**config.mk**
```make
export PLATFORM = sky130hd
export DESIGN_NAME = uart_pin_control
export DESIGN_NICKNAME = d
export VERILOG_FILES = /design/src/hdl/uart_pin_pkg.sv /design/src/hdl/stream_fifo.sv /design/src/hdl/ring_watch.sv /design/src/hdl/uart_pin_control.sv
export SDC_FILE = /design/constraint.sdc
export NUM_CORES = 1
export LEC_CHECK = 0
export BUFFER_PORTS_ARGS = -buffer_cell sky130_fd_sc_hd__buf_2
export CAP_MARGIN = 20
export CORE_MARGIN = 1
export CORE_UTILIZATION = 60
export DETAILED_ROUTE_END_ITERATION = 10
export GPL_TIMING_DRIVEN = 0
export PLACE_DENSITY = 0.82
export SYNTH_ARGS = -nofsm -noshare
export SYNTH_HDL_FRONTEND = slang
export SYNTH_SLANG_ARGS = --single-unit
```
**constraint.sdc**
```tcl
create_clock -name clk -period 3.7 [get_ports clk]
set_clock_uncertainty 0.05 [all_clocks]
set_input_delay 0.37 -clock clk [delete_from_list [all_inputs] [get_ports clk]]
set_output_delay 0.37 -clock clk [all_outputs]
set_load 0.01 [all_outputs]
```
**src/hdl/uart_pin_pkg.sv**
```systemverilog
package uart_pin_pkg;

    // ----------------------------------------------------------------
    // sizes
    // ----------------------------------------------------------------
    localparam int DATA_WIDTH = 8;
    localparam int FIFO_DEPTH = 16;

    // ----------------------------------------------------------------
    // register offsets
    // ----------------------------------------------------------------
    localparam logic [2:0] REG_DATA = 3'h0;
    localparam logic [2:0] REG_INT_ENABLE = 3'h1;
    localparam logic [2:0] REG_FIFO_CTRL = 3'h2; // write: fifo control
    localparam logic [2:0] REG_INT_STATUS = 3'h2; // read: interrupt status
    localparam logic [2:0] REG_FLOW_CTRL = 3'h3;
    localparam logic [2:0] REG_MODEM_CTRL = 3'h4;
    localparam logic [2:0] REG_LINE_STATUS = 3'h5;
    localparam logic [2:0] REG_MODEM_STATUS = 3'h6;

    // ----------------------------------------------------------------
    // field positions
    // ----------------------------------------------------------------
    localparam int IER_MODEM_BIT = 3;
    localparam int FCR_ENABLE_BIT = 0;
    localparam int FCR_RX_CLEAR_BIT = 1;
    localparam int FCR_TX_CLEAR_BIT = 2;
    localparam int FCR_DMA_MODE_BIT = 3;
    localparam int FCR_TRIG_LSB = 6;
    localparam int FLOW_AUTO_RTS_BIT = 6;
    localparam int MCR_RTS_BIT = 1;
    localparam int MCR_LOOP_BIT = 4;
    localparam int LSR_RX_READY_BIT = 0;
    localparam int LSR_TX_EMPTY_BIT = 5;
    localparam int LSR_TX_IDLE_BIT = 6;
    localparam int MSR_RING_CHANGE_BIT = 2;
    localparam int MSR_RING_BIT = 6;

    // ----------------------------------------------------------------
    // receive trigger levels and reset values
    // ----------------------------------------------------------------
    localparam logic [7:0] TRIG_LEVEL_0 = 8'h01;
    localparam logic [7:0] TRIG_LEVEL_1 = 8'h04;
    localparam logic [7:0] TRIG_LEVEL_2 = 8'h08;
    localparam logic [7:0] TRIG_LEVEL_3 = 8'h0e;
    localparam logic [7:0] RDATA_IDLE = 8'h00;

    // ----------------------------------------------------------------
    // types
    // ----------------------------------------------------------------
    typedef struct packed {
        logic write;
        logic read;
        logic [2:0] addr;
        logic [7:0] wdata;
    } bus_req_t;

    typedef struct packed {
        logic modem_irq_enable;
        logic fifo_enable_bit;
        logic dma_mode_select_bit;
        logic [1:0] trigger;
        logic auto_rts;
        logic rts;
        logic loopback;
    } ctrl_t;

    localparam ctrl_t CTRL_RESET = '0;

    typedef enum logic [1:0] {
        DMA_IDLE = 2'b01,
        DMA_ACTIVE = 2'b10
    } dma_state_t;

endpackage

```
**src/hdl/stream_fifo.sv**
```systemverilog
`timescale 1ns/1ns
module stream_fifo #(
    parameter int WIDTH = 8,
    parameter int DEPTH = 16
) (
    input wire logic clk,
    input wire logic clear,
    input wire logic in_valid,
    output logic in_ready,
    input wire logic [WIDTH-1:0] in_data,
    output logic out_valid,
    input wire logic out_ready,
    output logic [WIDTH-1:0] out_data,
    output logic [$clog2(DEPTH+1)-1:0] count
);
    localparam int AW = $clog2(DEPTH);
    localparam int CW = $clog2(DEPTH+1);

    // depth must be a power of two for pointer wrap
    if (DEPTH < 2 || (2 ** AW) != DEPTH || WIDTH < 1) begin : g_bad
        $error("stream_fifo: unsupported width or depth");
    end

    logic [WIDTH-1:0] mem [DEPTH];
    logic [AW-1:0] wr_ptr;
    logic [AW-1:0] rd_ptr;
    logic [CW-1:0] next_count;
    wire push = in_valid && in_ready;
    wire pop = out_valid && out_ready;

    // occupancy after this cycle
    assign next_count = (push && !pop) ? count + 1'b1 :
                        (!push && pop) ? count - 1'b1 : count;
    assign out_data = mem[rd_ptr];

    // storage, no reset needed
    always_ff @(posedge clk) begin
        if (push) begin
            mem[wr_ptr] <= in_data;
        end
    end

    // pointers and honest full / empty flags
    always_ff @(posedge clk) begin
        if (clear) begin
            wr_ptr <= '0;
            rd_ptr <= '0;
            count <= '0;
            in_ready <= 1'b1;
            out_valid <= 1'b0;
        end else begin
            if (push) wr_ptr <= wr_ptr + 1'b1;
            if (pop) rd_ptr <= rd_ptr + 1'b1;
            count <= next_count;
            in_ready <= next_count != CW'(DEPTH);
            out_valid <= next_count != '0;
        end
    end
endmodule

```
**src/hdl/ring_watch.sv**
```systemverilog
`timescale 1ns/1ns
module ring_watch (
    input wire logic clk,
    input wire logic clear,
    input wire logic ring_n,
    input wire logic flag_read,
    output logic ring_active,
    output logic ring_change_flag,
    output logic ring_rise
);
    logic ring_prev;

    // pin rising from low to high ends a ring cycle
    assign ring_rise = !ring_prev && ring_n;

    // level capture and sticky change flag, set wins over read-clear
    always_ff @(posedge clk) begin
        if (clear) begin
            ring_prev <= 1'b1;
            ring_active <= 1'b0;
            ring_change_flag <= 1'b0;
        end else begin
            ring_prev <= ring_n;
            ring_active <= !ring_n;
            ring_change_flag <= ring_rise || (ring_change_flag && !flag_read);
        end
    end
endmodule

```
**src/hdl/uart_pin_control.sv**
```systemverilog
// Decided for this implementation: the register addresses and the strobed register port.
`timescale 1ns/1ns
module uart_pin_control #(
    parameter int DATA_WIDTH = uart_pin_pkg::DATA_WIDTH,
    parameter int FIFO_DEPTH = uart_pin_pkg::FIFO_DEPTH
) (
    input wire logic clk,
    input wire logic reset_n,
    input wire logic master_reset,
    input wire logic chip_select,
    input wire logic read_strobe,
    input wire logic read_strobe_n,
    input wire logic bus_write,
    input wire logic [2:0] bus_addr,
    input wire logic [7:0] bus_wdata,
    output logic [7:0] bus_rdata,
    input wire logic ring_n,
    output logic rts_n,
    input wire logic tx_serial,
    output logic tx_line,
    output logic irq,
    output logic rx_dma_ready_n,
    output logic tx_dma_ready_n,
    input wire logic rx_valid,
    output logic rx_ready,
    input wire logic [DATA_WIDTH-1:0] rx_data,
    input wire logic rx_timeout,
    output logic tx_valid,
    input wire logic tx_ready,
    output logic [DATA_WIDTH-1:0] tx_data
);
    localparam int CW = $clog2(FIFO_DEPTH+1);

    // trigger level 14 needs at least sixteen places
    if (FIFO_DEPTH < 16 || DATA_WIDTH < 1 || DATA_WIDTH > 8)
    begin : g_bad
        $error("uart_pin_control: unsupported fifo depth or width");
    end

    // ----------------------------------------------------------------
    // bus decode
    // ----------------------------------------------------------------
    uart_pin_pkg::bus_req_t req;
    uart_pin_pkg::ctrl_t ctrl;
    uart_pin_pkg::ctrl_t next_ctrl;
    logic rst;
    logic read_any;
    // master reset acts like the system reset on all control state
    assign rst = !reset_n || master_reset;
    // either strobe polarity qualifies a read
    assign read_any = chip_select && (read_strobe || !read_strobe_n);
    assign req = '{write: chip_select && bus_write, read: read_any,
                   addr: bus_addr, wdata: bus_wdata};
    wire wr_ier = req.write && req.addr == uart_pin_pkg::REG_INT_ENABLE;
    wire wr_fcr = req.write && req.addr == uart_pin_pkg::REG_FIFO_CTRL;
    wire wr_flow = req.write && req.addr == uart_pin_pkg::REG_FLOW_CTRL;
    wire wr_mcr = req.write && req.addr == uart_pin_pkg::REG_MODEM_CTRL;
    wire wr_data = req.write && req.addr == uart_pin_pkg::REG_DATA;
    wire rd_data = req.read && req.addr == uart_pin_pkg::REG_DATA;
    wire rd_msr = req.read && req.addr == uart_pin_pkg::REG_MODEM_STATUS;

    // ----------------------------------------------------------------
    // control registers
    // ----------------------------------------------------------------
    wire new_enable = req.wdata[uart_pin_pkg::FCR_ENABLE_BIT];
    wire enable_change = wr_fcr && new_enable != ctrl.fifo_enable_bit;

    // next control values from register writes
    always_comb begin
        next_ctrl = ctrl;
        if (wr_ier) begin
            next_ctrl.modem_irq_enable =
                req.wdata[uart_pin_pkg::IER_MODEM_BIT];
        end
        if (wr_fcr) begin
            next_ctrl.fifo_enable_bit = new_enable;
            next_ctrl.dma_mode_select_bit =
                req.wdata[uart_pin_pkg::FCR_DMA_MODE_BIT];
            next_ctrl.trigger =
                req.wdata[uart_pin_pkg::FCR_TRIG_LSB +: 2];
        end
        if (wr_flow) begin
            next_ctrl.auto_rts = req.wdata[uart_pin_pkg::FLOW_AUTO_RTS_BIT];
        end
        if (wr_mcr) begin
            next_ctrl.rts = req.wdata[uart_pin_pkg::MCR_RTS_BIT];
            next_ctrl.loopback = req.wdata[uart_pin_pkg::MCR_LOOP_BIT];
        end
    end

    // control register file
    always_ff @(posedge clk) begin
        if (rst) begin
            ctrl <= uart_pin_pkg::CTRL_RESET;
        end else begin
            ctrl <= next_ctrl;
        end
    end

    // ----------------------------------------------------------------
    // receive and transmit fifos
    // ----------------------------------------------------------------
    logic [CW-1:0] rx_count;
    logic [CW-1:0] tx_count;
    logic rx_fifo_ready;
    logic rx_out_valid;
    logic [DATA_WIDTH-1:0] rx_out_data;
    logic tx_fifo_ready;
    logic dma_mode;
    logic [CW-1:0] rx_trigger;

    wire rx_clear = rst || enable_change ||
        (wr_fcr && req.wdata[uart_pin_pkg::FCR_RX_CLEAR_BIT]);
    wire tx_clear = rst || enable_change ||
        (wr_fcr && req.wdata[uart_pin_pkg::FCR_TX_CLEAR_BIT]);
    wire rx_empty = rx_count == '0;
    wire tx_empty = tx_count == '0;
    // without fifos only one holding place is used
    wire rx_room = rx_fifo_ready && (ctrl.fifo_enable_bit || rx_empty);
    wire tx_room = tx_fifo_ready && (ctrl.fifo_enable_bit || tx_empty);
    wire tx_full = !tx_room;

    assign rx_ready = rx_room;
    // mode 1 only with fifos on, otherwise mode 0
    assign dma_mode = ctrl.fifo_enable_bit && ctrl.dma_mode_select_bit;
    assign rx_trigger =
        (ctrl.trigger == 2'h3) ? CW'(uart_pin_pkg::TRIG_LEVEL_3) :
        (ctrl.trigger == 2'h2) ? CW'(uart_pin_pkg::TRIG_LEVEL_2) :
        (ctrl.trigger == 2'h1) ? CW'(uart_pin_pkg::TRIG_LEVEL_1) :
        CW'(uart_pin_pkg::TRIG_LEVEL_0);

    // receive path, popped by a data read
    stream_fifo #(.WIDTH(DATA_WIDTH), .DEPTH(FIFO_DEPTH)) u_rx_fifo (
        .clk(clk),
        .clear(rx_clear),
        .in_valid(rx_valid && rx_room),
        .in_ready(rx_fifo_ready),
        .in_data(rx_data),
        .out_valid(rx_out_valid),
        .out_ready(rd_data),
        .out_data(rx_out_data),
        .count(rx_count)
    );

    // transmit path, filled by a data write
    stream_fifo #(.WIDTH(DATA_WIDTH), .DEPTH(FIFO_DEPTH)) u_tx_fifo (
        .clk(clk),
        .clear(tx_clear),
        .in_valid(wr_data && tx_room),
        .in_ready(tx_fifo_ready),
        .in_data(req.wdata[DATA_WIDTH-1:0]),
        .out_valid(tx_valid),
        .out_ready(tx_ready),
        .out_data(tx_data),
        .count(tx_count)
    );

    // ----------------------------------------------------------------
    // ring indicator
    // ----------------------------------------------------------------
    logic ring_active;
    logic ring_change_flag;
    logic ring_rise;

    // level and sticky change, cleared by a status read
    ring_watch u_ring (
        .clk(clk),
        .clear(rst),
        .ring_n(ring_n),
        .flag_read(rd_msr),
        .ring_active(ring_active),
        .ring_change_flag(ring_change_flag),
        .ring_rise(ring_rise)
    );

    // ----------------------------------------------------------------
    // read data
    // ----------------------------------------------------------------
    logic [7:0] read_value;
    wire [7:0] msr_value = (8'(ring_active) << uart_pin_pkg::MSR_RING_BIT)
        | (8'(ring_change_flag) << uart_pin_pkg::MSR_RING_CHANGE_BIT);
    wire [7:0] lsr_value = (8'(!rx_empty) << uart_pin_pkg::LSR_RX_READY_BIT)
        | (8'(tx_empty) << uart_pin_pkg::LSR_TX_EMPTY_BIT)
        | (8'(tx_empty && !tx_valid) << uart_pin_pkg::LSR_TX_IDLE_BIT);
    wire [7:0] ier_value =
        8'(ctrl.modem_irq_enable) << uart_pin_pkg::IER_MODEM_BIT;
    wire [7:0] mcr_value =
        (8'(ctrl.rts) << uart_pin_pkg::MCR_RTS_BIT)
        | (8'(ctrl.loopback) << uart_pin_pkg::MCR_LOOP_BIT);
    wire [7:0] flow_value =
        8'(ctrl.auto_rts) << uart_pin_pkg::FLOW_AUTO_RTS_BIT;
    // register select, unmapped reads give zero
    assign read_value =
        (req.addr == uart_pin_pkg::REG_DATA) ? 8'(rx_out_data) :
        (req.addr == uart_pin_pkg::REG_INT_ENABLE) ? ier_value :
        (req.addr == uart_pin_pkg::REG_INT_STATUS) ? {7'h00, !irq} :
        (req.addr == uart_pin_pkg::REG_FLOW_CTRL) ? flow_value :
        (req.addr == uart_pin_pkg::REG_MODEM_CTRL) ? mcr_value :
        (req.addr == uart_pin_pkg::REG_LINE_STATUS) ? lsr_value :
        (req.addr == uart_pin_pkg::REG_MODEM_STATUS) ? msr_value :
        uart_pin_pkg::RDATA_IDLE;

    // read data stands only in the cycle after the strobe
    always_ff @(posedge clk) begin
        if (rst) begin
            bus_rdata <= uart_pin_pkg::RDATA_IDLE;
        end else if (req.read) begin
            bus_rdata <= read_value;
        end else begin
            bus_rdata <= uart_pin_pkg::RDATA_IDLE;
        end
    end

    // ----------------------------------------------------------------
    // dma ready state machines
    // ----------------------------------------------------------------
    uart_pin_pkg::dma_state_t rx_state;
    uart_pin_pkg::dma_state_t next_rx_state;
    uart_pin_pkg::dma_state_t tx_state;
    uart_pin_pkg::dma_state_t next_tx_state;
    wire rx_trig_hit = (rx_count >= rx_trigger) || rx_timeout;
    // receive burst: start at trigger or timeout, end when empty
    always_comb begin
        next_rx_state = rx_state;
        case (rx_state)
            uart_pin_pkg::DMA_IDLE: begin
                if (rx_trig_hit && !rx_empty)
                    next_rx_state = uart_pin_pkg::DMA_ACTIVE;
            end
            uart_pin_pkg::DMA_ACTIVE: begin
                if (rx_empty)
                    next_rx_state = uart_pin_pkg::DMA_IDLE;
            end
            default: next_rx_state = uart_pin_pkg::DMA_IDLE;
        endcase
    end

    // transmit burst: start when empty, end when full
    always_comb begin
        next_tx_state = tx_state;
        case (tx_state)
            uart_pin_pkg::DMA_IDLE: begin
                if (tx_empty)
                    next_tx_state = uart_pin_pkg::DMA_ACTIVE;
            end
            uart_pin_pkg::DMA_ACTIVE: begin
                if (tx_full)
                    next_tx_state = uart_pin_pkg::DMA_IDLE;
            end
            default: next_tx_state = uart_pin_pkg::DMA_IDLE;
        endcase
    end

    wire rx_dma_active = dma_mode ?
        next_rx_state == uart_pin_pkg::DMA_ACTIVE : !rx_empty;
    wire tx_dma_active = dma_mode ?
        next_tx_state == uart_pin_pkg::DMA_ACTIVE : tx_empty;
    // ready outputs are active low
    always_ff @(posedge clk) begin
        if (rst) begin
            rx_state <= uart_pin_pkg::DMA_IDLE;
            tx_state <= uart_pin_pkg::DMA_IDLE;
            rx_dma_ready_n <= 1'b1;
            tx_dma_ready_n <= 1'b1;
        end else begin
            rx_state <= next_rx_state;
            tx_state <= next_tx_state;
            rx_dma_ready_n <= !rx_dma_active;
            tx_dma_ready_n <= !tx_dma_active;
        end
    end

    // ----------------------------------------------------------------
    // modem pins and interrupt
    // ----------------------------------------------------------------
    wire rx_over_threshold = ctrl.auto_rts && rx_count >= rx_trigger;
    wire rts_off = !ctrl.rts || ctrl.loopback || rx_over_threshold;
    // rts, serial line and modem interrupt
    always_ff @(posedge clk) begin
        if (rst) begin
            rts_n <= 1'b1;
            tx_line <= 1'b1;
            irq <= 1'b0;
        end else begin
            rts_n <= rts_off;
            tx_line <= ctrl.loopback ? 1'b1 : tx_serial;
            irq <= ctrl.modem_irq_enable && ring_change_flag;
        end
    end
endmodule

```
# [After elaboration in Yosys (flattened, before gate mapping)]
# Memory sizes are Yosys's and may differ from the RTL's. A register that Yosys moved wholly into a read port is not among the register bits.
# Cells that the tools add are included.
[word_totals] ff_bits=58 ramBits=256 input_bits=31 out_inout_bits=23 word_cells=156 n_memories=2
[classes] addsub=8 order_cmp=1 n_eq_ne=18 n_mux=30 bitwise=5 n_reduce_logical=64
[mem_list] name="u_rx_fifo.mem" words=16 word_bits=8 rd=1 rd_clocked_by_memory_dff=1 wr=1 line="stream_fifo.sv:24" text="logic [WIDTH-1:0] mem [DEPTH];"
[mem_list] name="u_tx_fifo.mem" words=16 word_bits=8 rd=1 rd_clocked_by_memory_dff=1 wr=1 line="stream_fifo.sv:24"
[op_table] operator="2-to-1 mux 7 bit" count=6
[op_table] operator="logical AND 1 bit" count=31
[op_table] operator="2-to-1 mux 4 bit" count=6
[op_table] operator="2-to-1 mux 5 bit" count=4
[op_table] operator="adder 4 x 1 -> 4 bit (second input constant)" count=4
[op_table] operator="zero test 1 bit" count=15
[op_table] operator="== test 2 bit (second input constant)" count=6
[op_table] operator="logical OR 1 bit" count=11
[op_table] operator="adder 5 x 1 -> 5 bit (second input constant)" count=2
[op_table] operator="zero test 5 bit" count=2
[op_table] operator="!= test 5 bit (second input constant)" count=2
[op_table] operator="nonzero test 5 bit" count=2
[op_table] operator="subtractor 5 x 1 -> 5 bit (second input constant)" count=2
[op_table] operator="== test 3 bit (second input constant)" count=3
[op_table] operator="2-to-1 mux 2 bit" count=4
[op_table] operator="2-to-1 mux 8 bit" count=1
[op_table] operator="one-hot mux 2 bit (2 select lines)" count=2
[op_table] operator="OR 6 x 7 -> 7 bit" count=1
[op_table] operator="OR 7 x 3 -> 7 bit" count=1
[op_table] operator="== test 2 x 1 -> 1 bit (second input constant)" count=3
[op_table] operator="== test 3 x 2 -> 1 bit (second input constant)" count=2
[op_table] operator="2-to-1 mux 1 bit" count=6
[op_table] operator="OR 1 x 6 -> 6 bit" count=1
[op_table] operator="greater-or-equal comparator 5 x 4 -> 1 bit" count=1
[op_table] operator="7 further kinds" count=8

# [Longest topological paths before layout]
# Gate-level depths: netlist (run 1).
[logic_depth] word_depth=12 depth_mapped=9 mapped_depth_nobuf=8

# [Hierarchy]
# A second synthesis (run 1) with hierarchy kept.
[unflattened] cells_unflattened=748 area_unflattened_um2=13223.9
[by_module_without_submodules] mod="stream_fifo" n_inst=2 cells_per_inst=289 area_each_um2=5873.1 seq_area_each_um2=4224.1
[by_module_without_submodules] mod="uart_pin_control" n_inst=1 cells_per_inst=162 area_each_um2=1377.6 seq_area_each_um2=500.5
[by_module_without_submodules] mod="ring_watch" n_inst=1 cells_per_inst=8 area_each_um2=100.1 seq_area_each_um2=60.1

# [Least setup slack after synthesis (run 1)]
# OpenSTA, ideal clock, no wires.
[synth_path] path_kind="register to register" startpoint="register u_rx_fifo.count[0]" endpoint="memory u_rx_fifo.mem[3][0] (enable)" setup_time_ns=0.383 t_arrival_ns=2.074 setup_slack_ns=1.193 path_stages_with_launch=8 path_buffers=1 synth_period_minus_slack_ns=2.507 path_cell_list="dfxtp_1 -> inv_1 -> ha_1 -> nor4b_2 -> o211a_1 -> buf_2 -> nand2_1 -> nor3_1"
[synth_via] elab_chain_cells=7
[synth_lines] item="from (decl)" line="stream_fifo.sv:14" text="output logic [$clog2(DEPTH+1)-1:0] count"
[synth_lines] item="from (signal assigned)" line="stream_fifo.sv:54" text="count <= next_count;"
[synth_lines] item="zero test 5 bit" line="uart_pin_control.sv:116" text="wire rx_empty = rx_count == '0;"
[synth_lines] item="logical OR 1 bit" line="uart_pin_control.sv:119" text="wire rx_room = rx_fifo_ready && (ctrl.fifo_enable_bit || rx_empty);"
[synth_lines] item="logical AND 1 bit" line="uart_pin_control.sv:119"
[synth_lines] item="logical AND 1 bit" line="uart_pin_control.sv:136" text=".in_valid(rx_valid && rx_room),"
[synth_lines] item="logical AND 1 bit" line="stream_fifo.sv:28" text="wire push = in_valid && in_ready;"
[synth_lines] item="2-to-1 mux 1 bit" line="stream_fifo.sv:38" text="if (push) begin"
[synth_lines] item="2-to-1 mux 1 bit (implied by the code)" line="stream_fifo.sv:39" text="mem[wr_ptr] <= in_data;"
[synth_lines] item="to (decl)" line="stream_fifo.sv:24"
# Every way passes these cells.

==> flow_summary.yaml, run 1 <==
outcome:
  status: "finished, final reports clean"
sta:
  worst_slew_pin_slew_ps: 943.9
  max-slew-margin-rel_pct: 36.84
  hold_viol_final: 0
  min_period_ps: 3214
  drv_slew: 0
  max_freq_mhz: 311.2
  setup_viol: 0
  fin_crit_sh_pct: 86.85
  worst_hold_slack_ps: 111.7
  timing.setup.tns_ps: 0
  grt_setup_unrepaired: "false"
worst_setup_path:
  crit_fanout: 10
  startpoint_type: "flop"
  r2r-end: "u_rx_fifo.mem[3][2]"
  critPathRequiredTime_ps: 3280
  crit_type: "flop to output pin"
  crit_path_end: "tx_data[0]"
  ff2ff_path_depth: 8
  crit_arrival_ps: 2790
  regToRegStartpoint: "u_rx_fifo.count[0]"
  end_kind: "output pin"
  r2r_slack_ps: 680
cells_and_area:
  antenna_cells: 0
  layoutNonFillerInstCount: 1153
  area_delta_synth_final_pct: 13.39
  final_net_count: 908
  final_core_util_pct: 69.72
  layout-drive-gt1-share_pct: 23.23
placed_design:
  post-dp-hpwl_microns: 16950
  place.gp.congestion: 0.9006
  place_inst: 1090
  portBuffers: 52
yosys:
  ys_warn_count: 0
  syn_inst: 762
  synthMuxAreaShare_pct: 14.31
  synth.most_common_cell: "edfxtp_1"
  synthAdderAreaFrac_pct: 2.309
  synth_area_leaders: "edfxtp_1, mux4_2, dfxtp_1"
  synth_top_family_by_area: "multiplexers"
  yosys.area_share.simple_pct: 7.504
  synthArstFlopShare_pct: 0
  yosysTopAreaCell: "edfxtp_1"
  synth_compound_area_share_pct: 3.300
  syn_area_per_cell_sq_um: 17.07
  synthesis.nets: 817
  synth_edf_count: 256
  ys_ff_latch: 322
  yosysSeqAreaShare_pct: 69.26
  synthFlopType: "edfxtp_1"
  ys_top_cells_by_count: "edfxtp_1, mux4_2, dfxtp_1, nor2_1, nand2_1"
  synth_top_area_share_pct: 59.11
  synthDistinctLibCells: 56
  synth_area_sq_um: 13010
  synth_xor_area_share_pct: 1.405
pwr:
  power_density_nw_per_um2: 511.9
  vdd_ir_drop_max_mv: 0.4890
  p_leak_uw: 0.004909
drt:
  vias: 7107
  drc_errors: 0
  drtPass1Iterations: 5
  wl_microns: 27040
  wl_per_cell_microns: 23.45
  routed_via_density: 6.164
  drtIter0Drc: 678
  final_antenna_net_count: 0
clock_tree:
  numCtsBuffers: 34
  clock_path_buffers: 3
  cts.htree.levels: 2
  cts_resized: 0
  clock_latency_ps: 510
  cts_sinks: 322
  clk_pin_slew_ps: 60
  cts_tree: "yes"
  cts-root-buf: "clkbuf_16"
job:
  maxCapViolCount: 0
floorplanning:
  die_area_sq_um: 22270
  start_util_pct: 61.48
  ios: 54
  die_h_microns: 149.2
  num_rows: 53
  core_area_sq_um: 21150
  die_w_microns: 149.2
global_route:
  track_usage_pct: 25.70
  antenna_found_initial: 0
  grt_pass1_wl_microns: 41400
  grt_start_max_net_pins: 19
  grt_pass1_vias: 7198
  overflow: 0
worst_hold_path:
  hold_class: "input port to flop"
[how the worst min path moves through the flow]
stage | start | endpoint | slack [ps] | cells past startpoint
after floorplan | ctrl[1] | rts_n | 350 | 1
after global placement | ctrl[1] | rts_n | 390 | 1
after detailed placement | ctrl[1] | rts_n | 420 | 1
after CTS | master_reset | tx_state[0] | 80 | 3
after global routing | master_reset | tx_state[0] | 100 | 3
final | master_reset | tx_state[0] | 110 | 3
[layer usage]
metal,GRT usage (%),wire length [microns]
met1,32.36,10430
met2,43.47,13860
met3,4.465,1704
met4,12.30,1045
met5,0,0
[layout make-up]
cell class              instances  area (sq um)
inverters                      20         75.07
flip-flops and latches        322          9009
multi-input cells             385          3765
clock buffers                  42         902.1
repair buffers                 55         285.3
plain buffers                  35         172.7
well taps                     275         344.1
fillers                      1266          6406
clock inverters                19         195.2
[registers in the layout, indices dropped and copies added (netlist names), 2 cells and up, named ones only]
signal / cells
u_rx_fifo.mem: 128
u_tx_fifo.mem: 128
bus_rdata: 8
ctrl: 8
u_rx_fifo.count: 5
u_tx_fifo.count: 5
u_rx_fifo.rd_ptr: 4
u_rx_fifo.wr_ptr: 4
u_tx_fifo.rd_ptr: 4
u_tx_fifo.wr_ptr: 4
rx_state: 2
tx_state: 2
[layout by cell type (no fill, tap or decap), types with 12 or more instances in the layout]
master / Yosys / routed
clkbuf_1: 13 / 20
a21oi_1: 23 / 23
dfxtp_1: 66 / 66
nand2_1: 38 / 38
mux4_2: 76 / 76
buf_2: 12 / 65
and2_1: 20 / 20
clkbuf_16: 0 / 35
ha_1: 24 / 24
xor2_1: 12 / 12
inv_1: 20 / 20
mux2i_1: 15 / 15
edfxtp_1: 256 / 256
nor2_1: 62 / 62
[logic make-up (layout without fill, tap and decap cells)]
family	after synthesis	in the layout
simple gates	188	188
xor+xnor	20	20
fa+ha+maj	24	24
compound gates	62	62
buf+inv	55	171
flops	322	322
mux	91	91
[critical path: stages (launching register included)]
cell and delay, ps:
dfxtp_1 310, clkbuf_1 270, buf_2 430, mux4_2 620, mux4_2 490, buf_2 160
[per-stage QoR]
stage	total power [uW]	setup WS (ps)	cell area [sq um]
2_1_floorplan	4148	1193	13010
3_3_place_gp	4246	311.5	13610
3_5_place_dp	4255	708.1	13630
4_1_cts	7592	395.9	14750
5_1_grt	7755	347.2	14750
6_report	7550	486.4	14750
[where the power goes]
group          leakage [uW]  switching, uW  internal [uW]  total, uW
clock              0.000535           1350           2020       3360
combinational       0.00153            160           87.7        248
sequential          0.00284           12.9           3920       3940
[repair_timing]
| item | 4_1_cts | 5_1_grt |
|---|---|---|
| hold buffers | 2 | 0 |
| hold endpoints to repair | 3 | 0 |
| setup buffers | 0 | 0 |
Power figures use the tool's default switching activity.
==> run 2, diff against run 1 <==
- BUFFER_PORTS_ARGS: -buffer_cell sky130_fd_sc_hd__buf_2 -> unset
- CTS_CLUSTER_DIAMETER: unset -> 30
- DONT_BUFFER_PORTS: unset -> 1
- PLACE_DENSITY: 0.82 -> 0.8
==> run 2 against run 1 <==
Clock-buffer cell count grew 19. Worst hold slack lost 53 ps. Highest routed layer unchanged. Power grew 19%. Sequential cell count is the same. Critical endpoint unchanged. Cell area grew 4.0%. Setup slack gained 98 ps. Clock power grew 43%. Via count grew 3.2%. Sequential power is essentially flat. Wire length grew 6.3%.
==> flow_summary.yaml, run 2 (synthesized netlist as in run 1, its figures left out) <==
outcome:
  status: "finished, final reports clean"
global_route:
  grtUsageMet1_pct: 33.67
  overflow: 0
  track_usage_pct: 27.46
  top_usage_layer: "met2"
  grt_pass1_vias: 7582
  met3_usage_pct: 4.557
  grt_start_max_net_pins: 19
  grt.met2_usage_pct: 48.19
  antenna_found_initial: 0
  grt_pass1_wl_microns: 44640
cells_and_area:
  final_core_util_pct: 72.53
  final_net_count: 895
  area_delta_synth_final_pct: 17.97
  most-common-layout-cells: "edfxtp_1, mux4_2, dfxtp_1, nor2_1, clkbuf_16"
  antenna_cells: 0
  reg.largest.list: "u_rx_fifo.mem: 128 flops, u_tx_fifo.mem: 128 flops"
  final_common_cell: "edfxtp_1"
  layout-drive-gt1-share_pct: 22.11
  nFillCells: 1166
pwr:
  power_density_nw_per_um2: 587.2
  p_leak_uw: 0.005103
  vdd_ir_drop_max_mv: 0.4747
sta:
  worst_hold_slack_ps: 58.70
  min_period_ps: 3116
  worst_slew_pin_slew_ps: 1049
  hold_viol_final: 0
  setup_viol: 0
  max-slew-margin-rel_pct: 29.78
  timing.setup.tns_ps: 0
  fin_ws_ps: 584.1
  fin_crit_sh_pct: 84.21
  max_freq_mhz: 320.9
  drv_slew: 0
  grt_setup_unrepaired: "false"
drt:
  final_antenna_net_count: 0
  drtIter0Drc: 720
  routed_via_density: 6.340
  drc_errors: 0
  drtPass1Iterations: 5
  wl_microns: 28750
  wl_per_cell_microns: 24.85
  vias: 7335
clock_tree:
  clock_latency_ps: 550
  numCtsBuffers: 51
  cts_setup_buffers: 0
  clk_pin_slew_ps: 50
  cts_resized: 0
  clock_path_buffers: 3
  cts.htree.levels: 2
  cts-root-buf: "clkbuf_16"
  cts_tree: "yes"
  cts_sinks: 322
  ctsHoldBuffers: 21
worst_setup_path:
  regToRegStartpoint: "u_rx_fifo.count[0]"
  critPathRequiredTime_ps: 3280
  end_kind: "output pin"
  crit_type: "flop to output pin"
  critical-path-max-stage-delay_ps: 610
  crit_fanout: 10
  crit_arrival_ps: 2700
  startpoint_type: "flop"
  crit_path_frequent_cell: "mux4_2"
  critPathSlowestCell: "mux4_2"
  path_cells: "clkbuf_1 > buf_2 > mux4_2 > mux4_2"
floorplanning:
  ios: 54
  start_util_pct: 61.48
  die_area_sq_um: 22270
  die_w_microns: 149.2
  core_area_sq_um: 21150
  die_h_microns: 149.2
  num_rows: 53
worst_hold_path:
  hold_class: "input port to flop"
  hp-start: "reset_n"
placed_design:
  pre_cts_slack_ps: 767.5
  place.gp.congestion: 0.9336
  portBuffers: 0
  post-dp-hpwl_microns: 17560
job:
  maxCapViolCount: 0
==> run 2: cell types whose count changed in the layout (fill, tap and decap cells not counted), moves of 4 or more <==
cell and change:
dlygate4sd3_1 +19, clkinv_1 -6, inv_6 +8, clkinvlp_4 +4, clkbuf_16 +16, clkbuf_8 +6
clkinv_4 +4, buf_2 -49
==> run 2: layer usage <==
layer	share of wire, %	vias up
li1	-	3144
met5	0	-
met2	52	410
met3	7.0	94
met1	37	3687
met4	3.7	0
==> run 2: path summary, 6_finish.rpt <==
kind              depth (start not counted)                    to  slack, ps
setup / recovery                          4            tx_data[0]        580
hold / removal                            2           tx_state[0]         60
setup reg to reg                          7  u_rx_fifo.mem[12][3]        600
hold reg to reg                           1                 rts_n        440
==> run 2: worst max-delay path, delay by kind of cell, from the launching register on <==
| family | cells | cell delay [ps] |
|---|---|---|
| DFF | 1 | 300 |
| buffers and inverters | 2 | 680 |
| muxes | 2 | 1150 |
==> run 2: final cells by class <==
cell class / instances / area (sq um) / area share, %
clock inverter: 34 / 389.1 / 2.536
multi-input combinational: 385 / 3750 / 24.44
timing repair buffer: 25 / 230.2 / 1.500
buffer: 35 / 172.7 / 1.125
inverter: 20 / 75.07 / 0.4893
sequential: 322 / 9009 / 58.71
tap: 275 / 344.1 / 2.243
clock buffer: 61 / 1374 / 8.954
==> run 2: power by group <==
group / internal [uW] / total (uW) / switching [uW]
clock network: 3100 / 4820 / 1720
registers: 3930 / 3950 / 15.5
logic: 88.1 / 246 / 158
==> run 2: stage by stage <==
stage | power (uW) | cell area (sq um) | cells
finish | 9009 | 15340 | 1157
global route | 9226 | 15340 | 1157
CTS | 9042 | 15340 | 1157
detailed placement | 4195 | 13370 | 1041
global placement | 4184 | 13350 | 1037
floorplan | 4148 | 13010 | 762
==> run 3, diff against run 2 <==
- ABC_AREA: unset -> 1
- CORE_UTILIZATION: 60 -> 57
- PLACE_DENSITY: 0.8 -> 0.79
- clock period: 3.7 -> 2.7 ns (I/O delays scaled with it)
==> run 3 against run 2 <==
Cell area increased by 5.1%. Global-route usage increased by 1.8 points. Via count increased by 34%.
==> flow_summary.yaml, run 3 <==
outcome:
  status: "finished, final reports clean"
drt:
  wl_per_cell_microns: 21.23
  vias: 9848
  drtIter0Drc: 1152
  wl_microns: 34690
  final_antenna_net_count: 0
  drc_errors: 0
  routed_via_density: 6.027
  drtPass1Iterations: 7
yosys:
  synth.most_common_cell: "edfxtp_1"
  ys_ff_latch: 322
  yosysTopAreaCell: "edfxtp_1"
  synth_area_leaders: "edfxtp_1, dfxtp_1, o21ai_0"
  syn_area_per_cell_sq_um: 11.32
  ys_warn_count: 0
  yosysSeqAreaShare_pct: 66.76
  syn_inst: 1192
  synth_area_sq_um: 13490
  synth_top_area_share_pct: 56.97
  synthFlopType: "edfxtp_1"
  synthArstFlopShare_pct: 0
  ys_top_cells_by_count: "edfxtp_1, nor2_1, nand2_1, o21ai_0, inv_1"
  synthesis.nets: 1247
  synthDistinctLibCells: 42
  synth_edf_count: 256
clock_tree:
  cts_sinks: 322
  cts_tree: "yes"
  clock_latency_ps: 590
  numCtsBuffers: 56
  cts-root-buf: "clkbuf_16"
  clock_path_buffers: 3
  cts.htree.levels: 2
  clk_pin_slew_ps: 50
floorplanning:
  num_rows: 55
  die_h_microns: 155.9
  die_area_sq_um: 24290
  ios: 54
  start_util_pct: 58.89
  die_w_microns: 155.9
  core_area_sq_um: 22920
cells_and_area:
  area_delta_synth_final_pct: 19.56
  layout-drive-gt1-share_pct: 11.13
  final-seq-area_sq_um: 9009
  most-common-layout-cells: "edfxtp_1, nor2_1, nand2_1, o21ai_0, inv_1"
  antenna_cells: 0
  reg.largest.list: "u_rx_fifo.mem: 128 flops, u_tx_fifo.mem: 128 flops"
  final_net_count: 1331
  nFillCells: 1501
  multi_input_area_sq_um: 3901
  final_common_cell: "edfxtp_1"
global_route:
  track_usage_pct: 29.23
  antenna_found_initial: 0
  grt_start_max_net_pins: 19
  grt_pass1_wl_microns: 53160
  grt_pass1_vias: 9810
  overflow: 0
placed_design:
  place.gp.congestion: 0.9669
  post-dp-hpwl_microns: 21190
  pre_cts_slack_ps: 87.13
  portBuffers: 0
pwr:
  power_density_nw_per_um2: 807.6
  p_leak_uw: 0.005745
  vdd_ir_drop_max_mv: 0.9655
sta:
  fin_ws_ps: 86.24
  hold_viol_final: 0
  max-slew-margin-rel_pct: 37.59
  setup_viol: 0
  fin_crit_sh_pct: 96.81
  max_freq_mhz: 382.6
  min_period_ps: 2614
  drv_slew: 0
  timing.setup.tns_ps: 0
  worst_slew_pin_slew_ps: 933.1
  grt_setup_unrepaired: "true"
worst_setup_path:
  end_kind: "output pin"
  critPathSlowestCell: "dfxtp_1"
  crit_fanout: 10
  crit_arrival_ps: 2290
  critical-path-max-stage-delay_ps: 290
  path_cells: "buf_2 > buf_4 > buf_4 > mux2i_1 > o211ai_1 > o211ai_1 > nand2_1"
  crit_type: "flop to output pin"
  startpoint_type: "flop"
  critPathRequiredTime_ps: 2380
job:
  maxCapViolCount: 0
worst_hold_path:
  hold_class: "input port to flop"
-- run 3: routing by layer --
| metal | GRT usage, % | part of all wire, % |
|---|---|---|
| met5 | 0 | 0 |
| met4 | 12.28 | 3.5 |
| met2 | 48.55 | 48 |
| met3 | 6.111 | 10 |
| met1 | 37.37 | 38 |
-- run 3: worst paths after layout --
| kind | startpoint | endpoint | slack [ps] | cells past startpoint |
|---|---|---|---|---|
| max | flop | tx_data[4] | 90 | 7 |
| min reg2reg | ctrl[1] | rts_n | 400 | 1 |
| min | master_reset | tx_state[1] | 30 | 3 |
| max reg2reg | u_rx_fifo.count[0] | u_rx_fifo.mem[5][1] | 110 | 10 |
-- run 3: per-stage QoR --
stage | total power (uW) | instances | utilization, % | instance area, sq um | hold WS, ps
2_1_floorplan | 5727 | 1192 | - | 13490 | 303.9
3_3_place_gp | 5798 | 1505 | 60.60 | 13890 | 305.4
3_5_place_dp | 5810 | 1505 | 60.60 | 13890 | 309.9
4_1_cts | 13020 | 1634 | 70.30 | 16110 | 7.735
5_1_grt | 13300 | 1634 | 70.40 | 16130 | 41.58
6_report | 13030 | 1634 | 70.40 | 16130 | 28.18
-- run 3: layout make-up --
type | count | area share (%)
Tap cell | 313 | 2.427
Timing Repair Buffer | 26 | 1.613
Clock buffer | 66 | 9.043
Sequential cell | 322 | 55.84
Buffer | 50 | 1.357
Inverter | 106 | 2.474
Multi-Input combinational cell | 714 | 24.18
Clock inverter | 37 | 3.063
-- run 3: worst max-delay path, delay by kind of cell (launching register included) --
kind | cells | cell delay, ps
buffers and inverters | 3 | 700
flip-flops | 1 | 290
AO/OA/AOI/OAI | 2 | 280
multiplexers | 1 | 270
AND/OR/NAND/NOR | 1 | 170
-- run 3: kinds of logic after synthesis --
family	share of synthesized area [%]
AO/OA/AOI/OAI	11.57
multiplexers	2.374
adder cells (fa/ha/maj)	2.225
AND/OR/NAND/NOR	11.55
buffers and inverters	4.479
XOR/XNOR	1.039
flip-flops	66.76
-- run 3: repair_timing --
action	4_1_cts	5_1_grt
buffers inserted	0	0
setup endpoints to repair	8	49
hold buffers	26	0
endpoints found under the hold margin	277	0
resized for setup	6	13
-- run 3: power breakdown --
part           internal (uW)  switching, uW
logic                    117            291
clock network           4740           2460
registers               5400           26.3
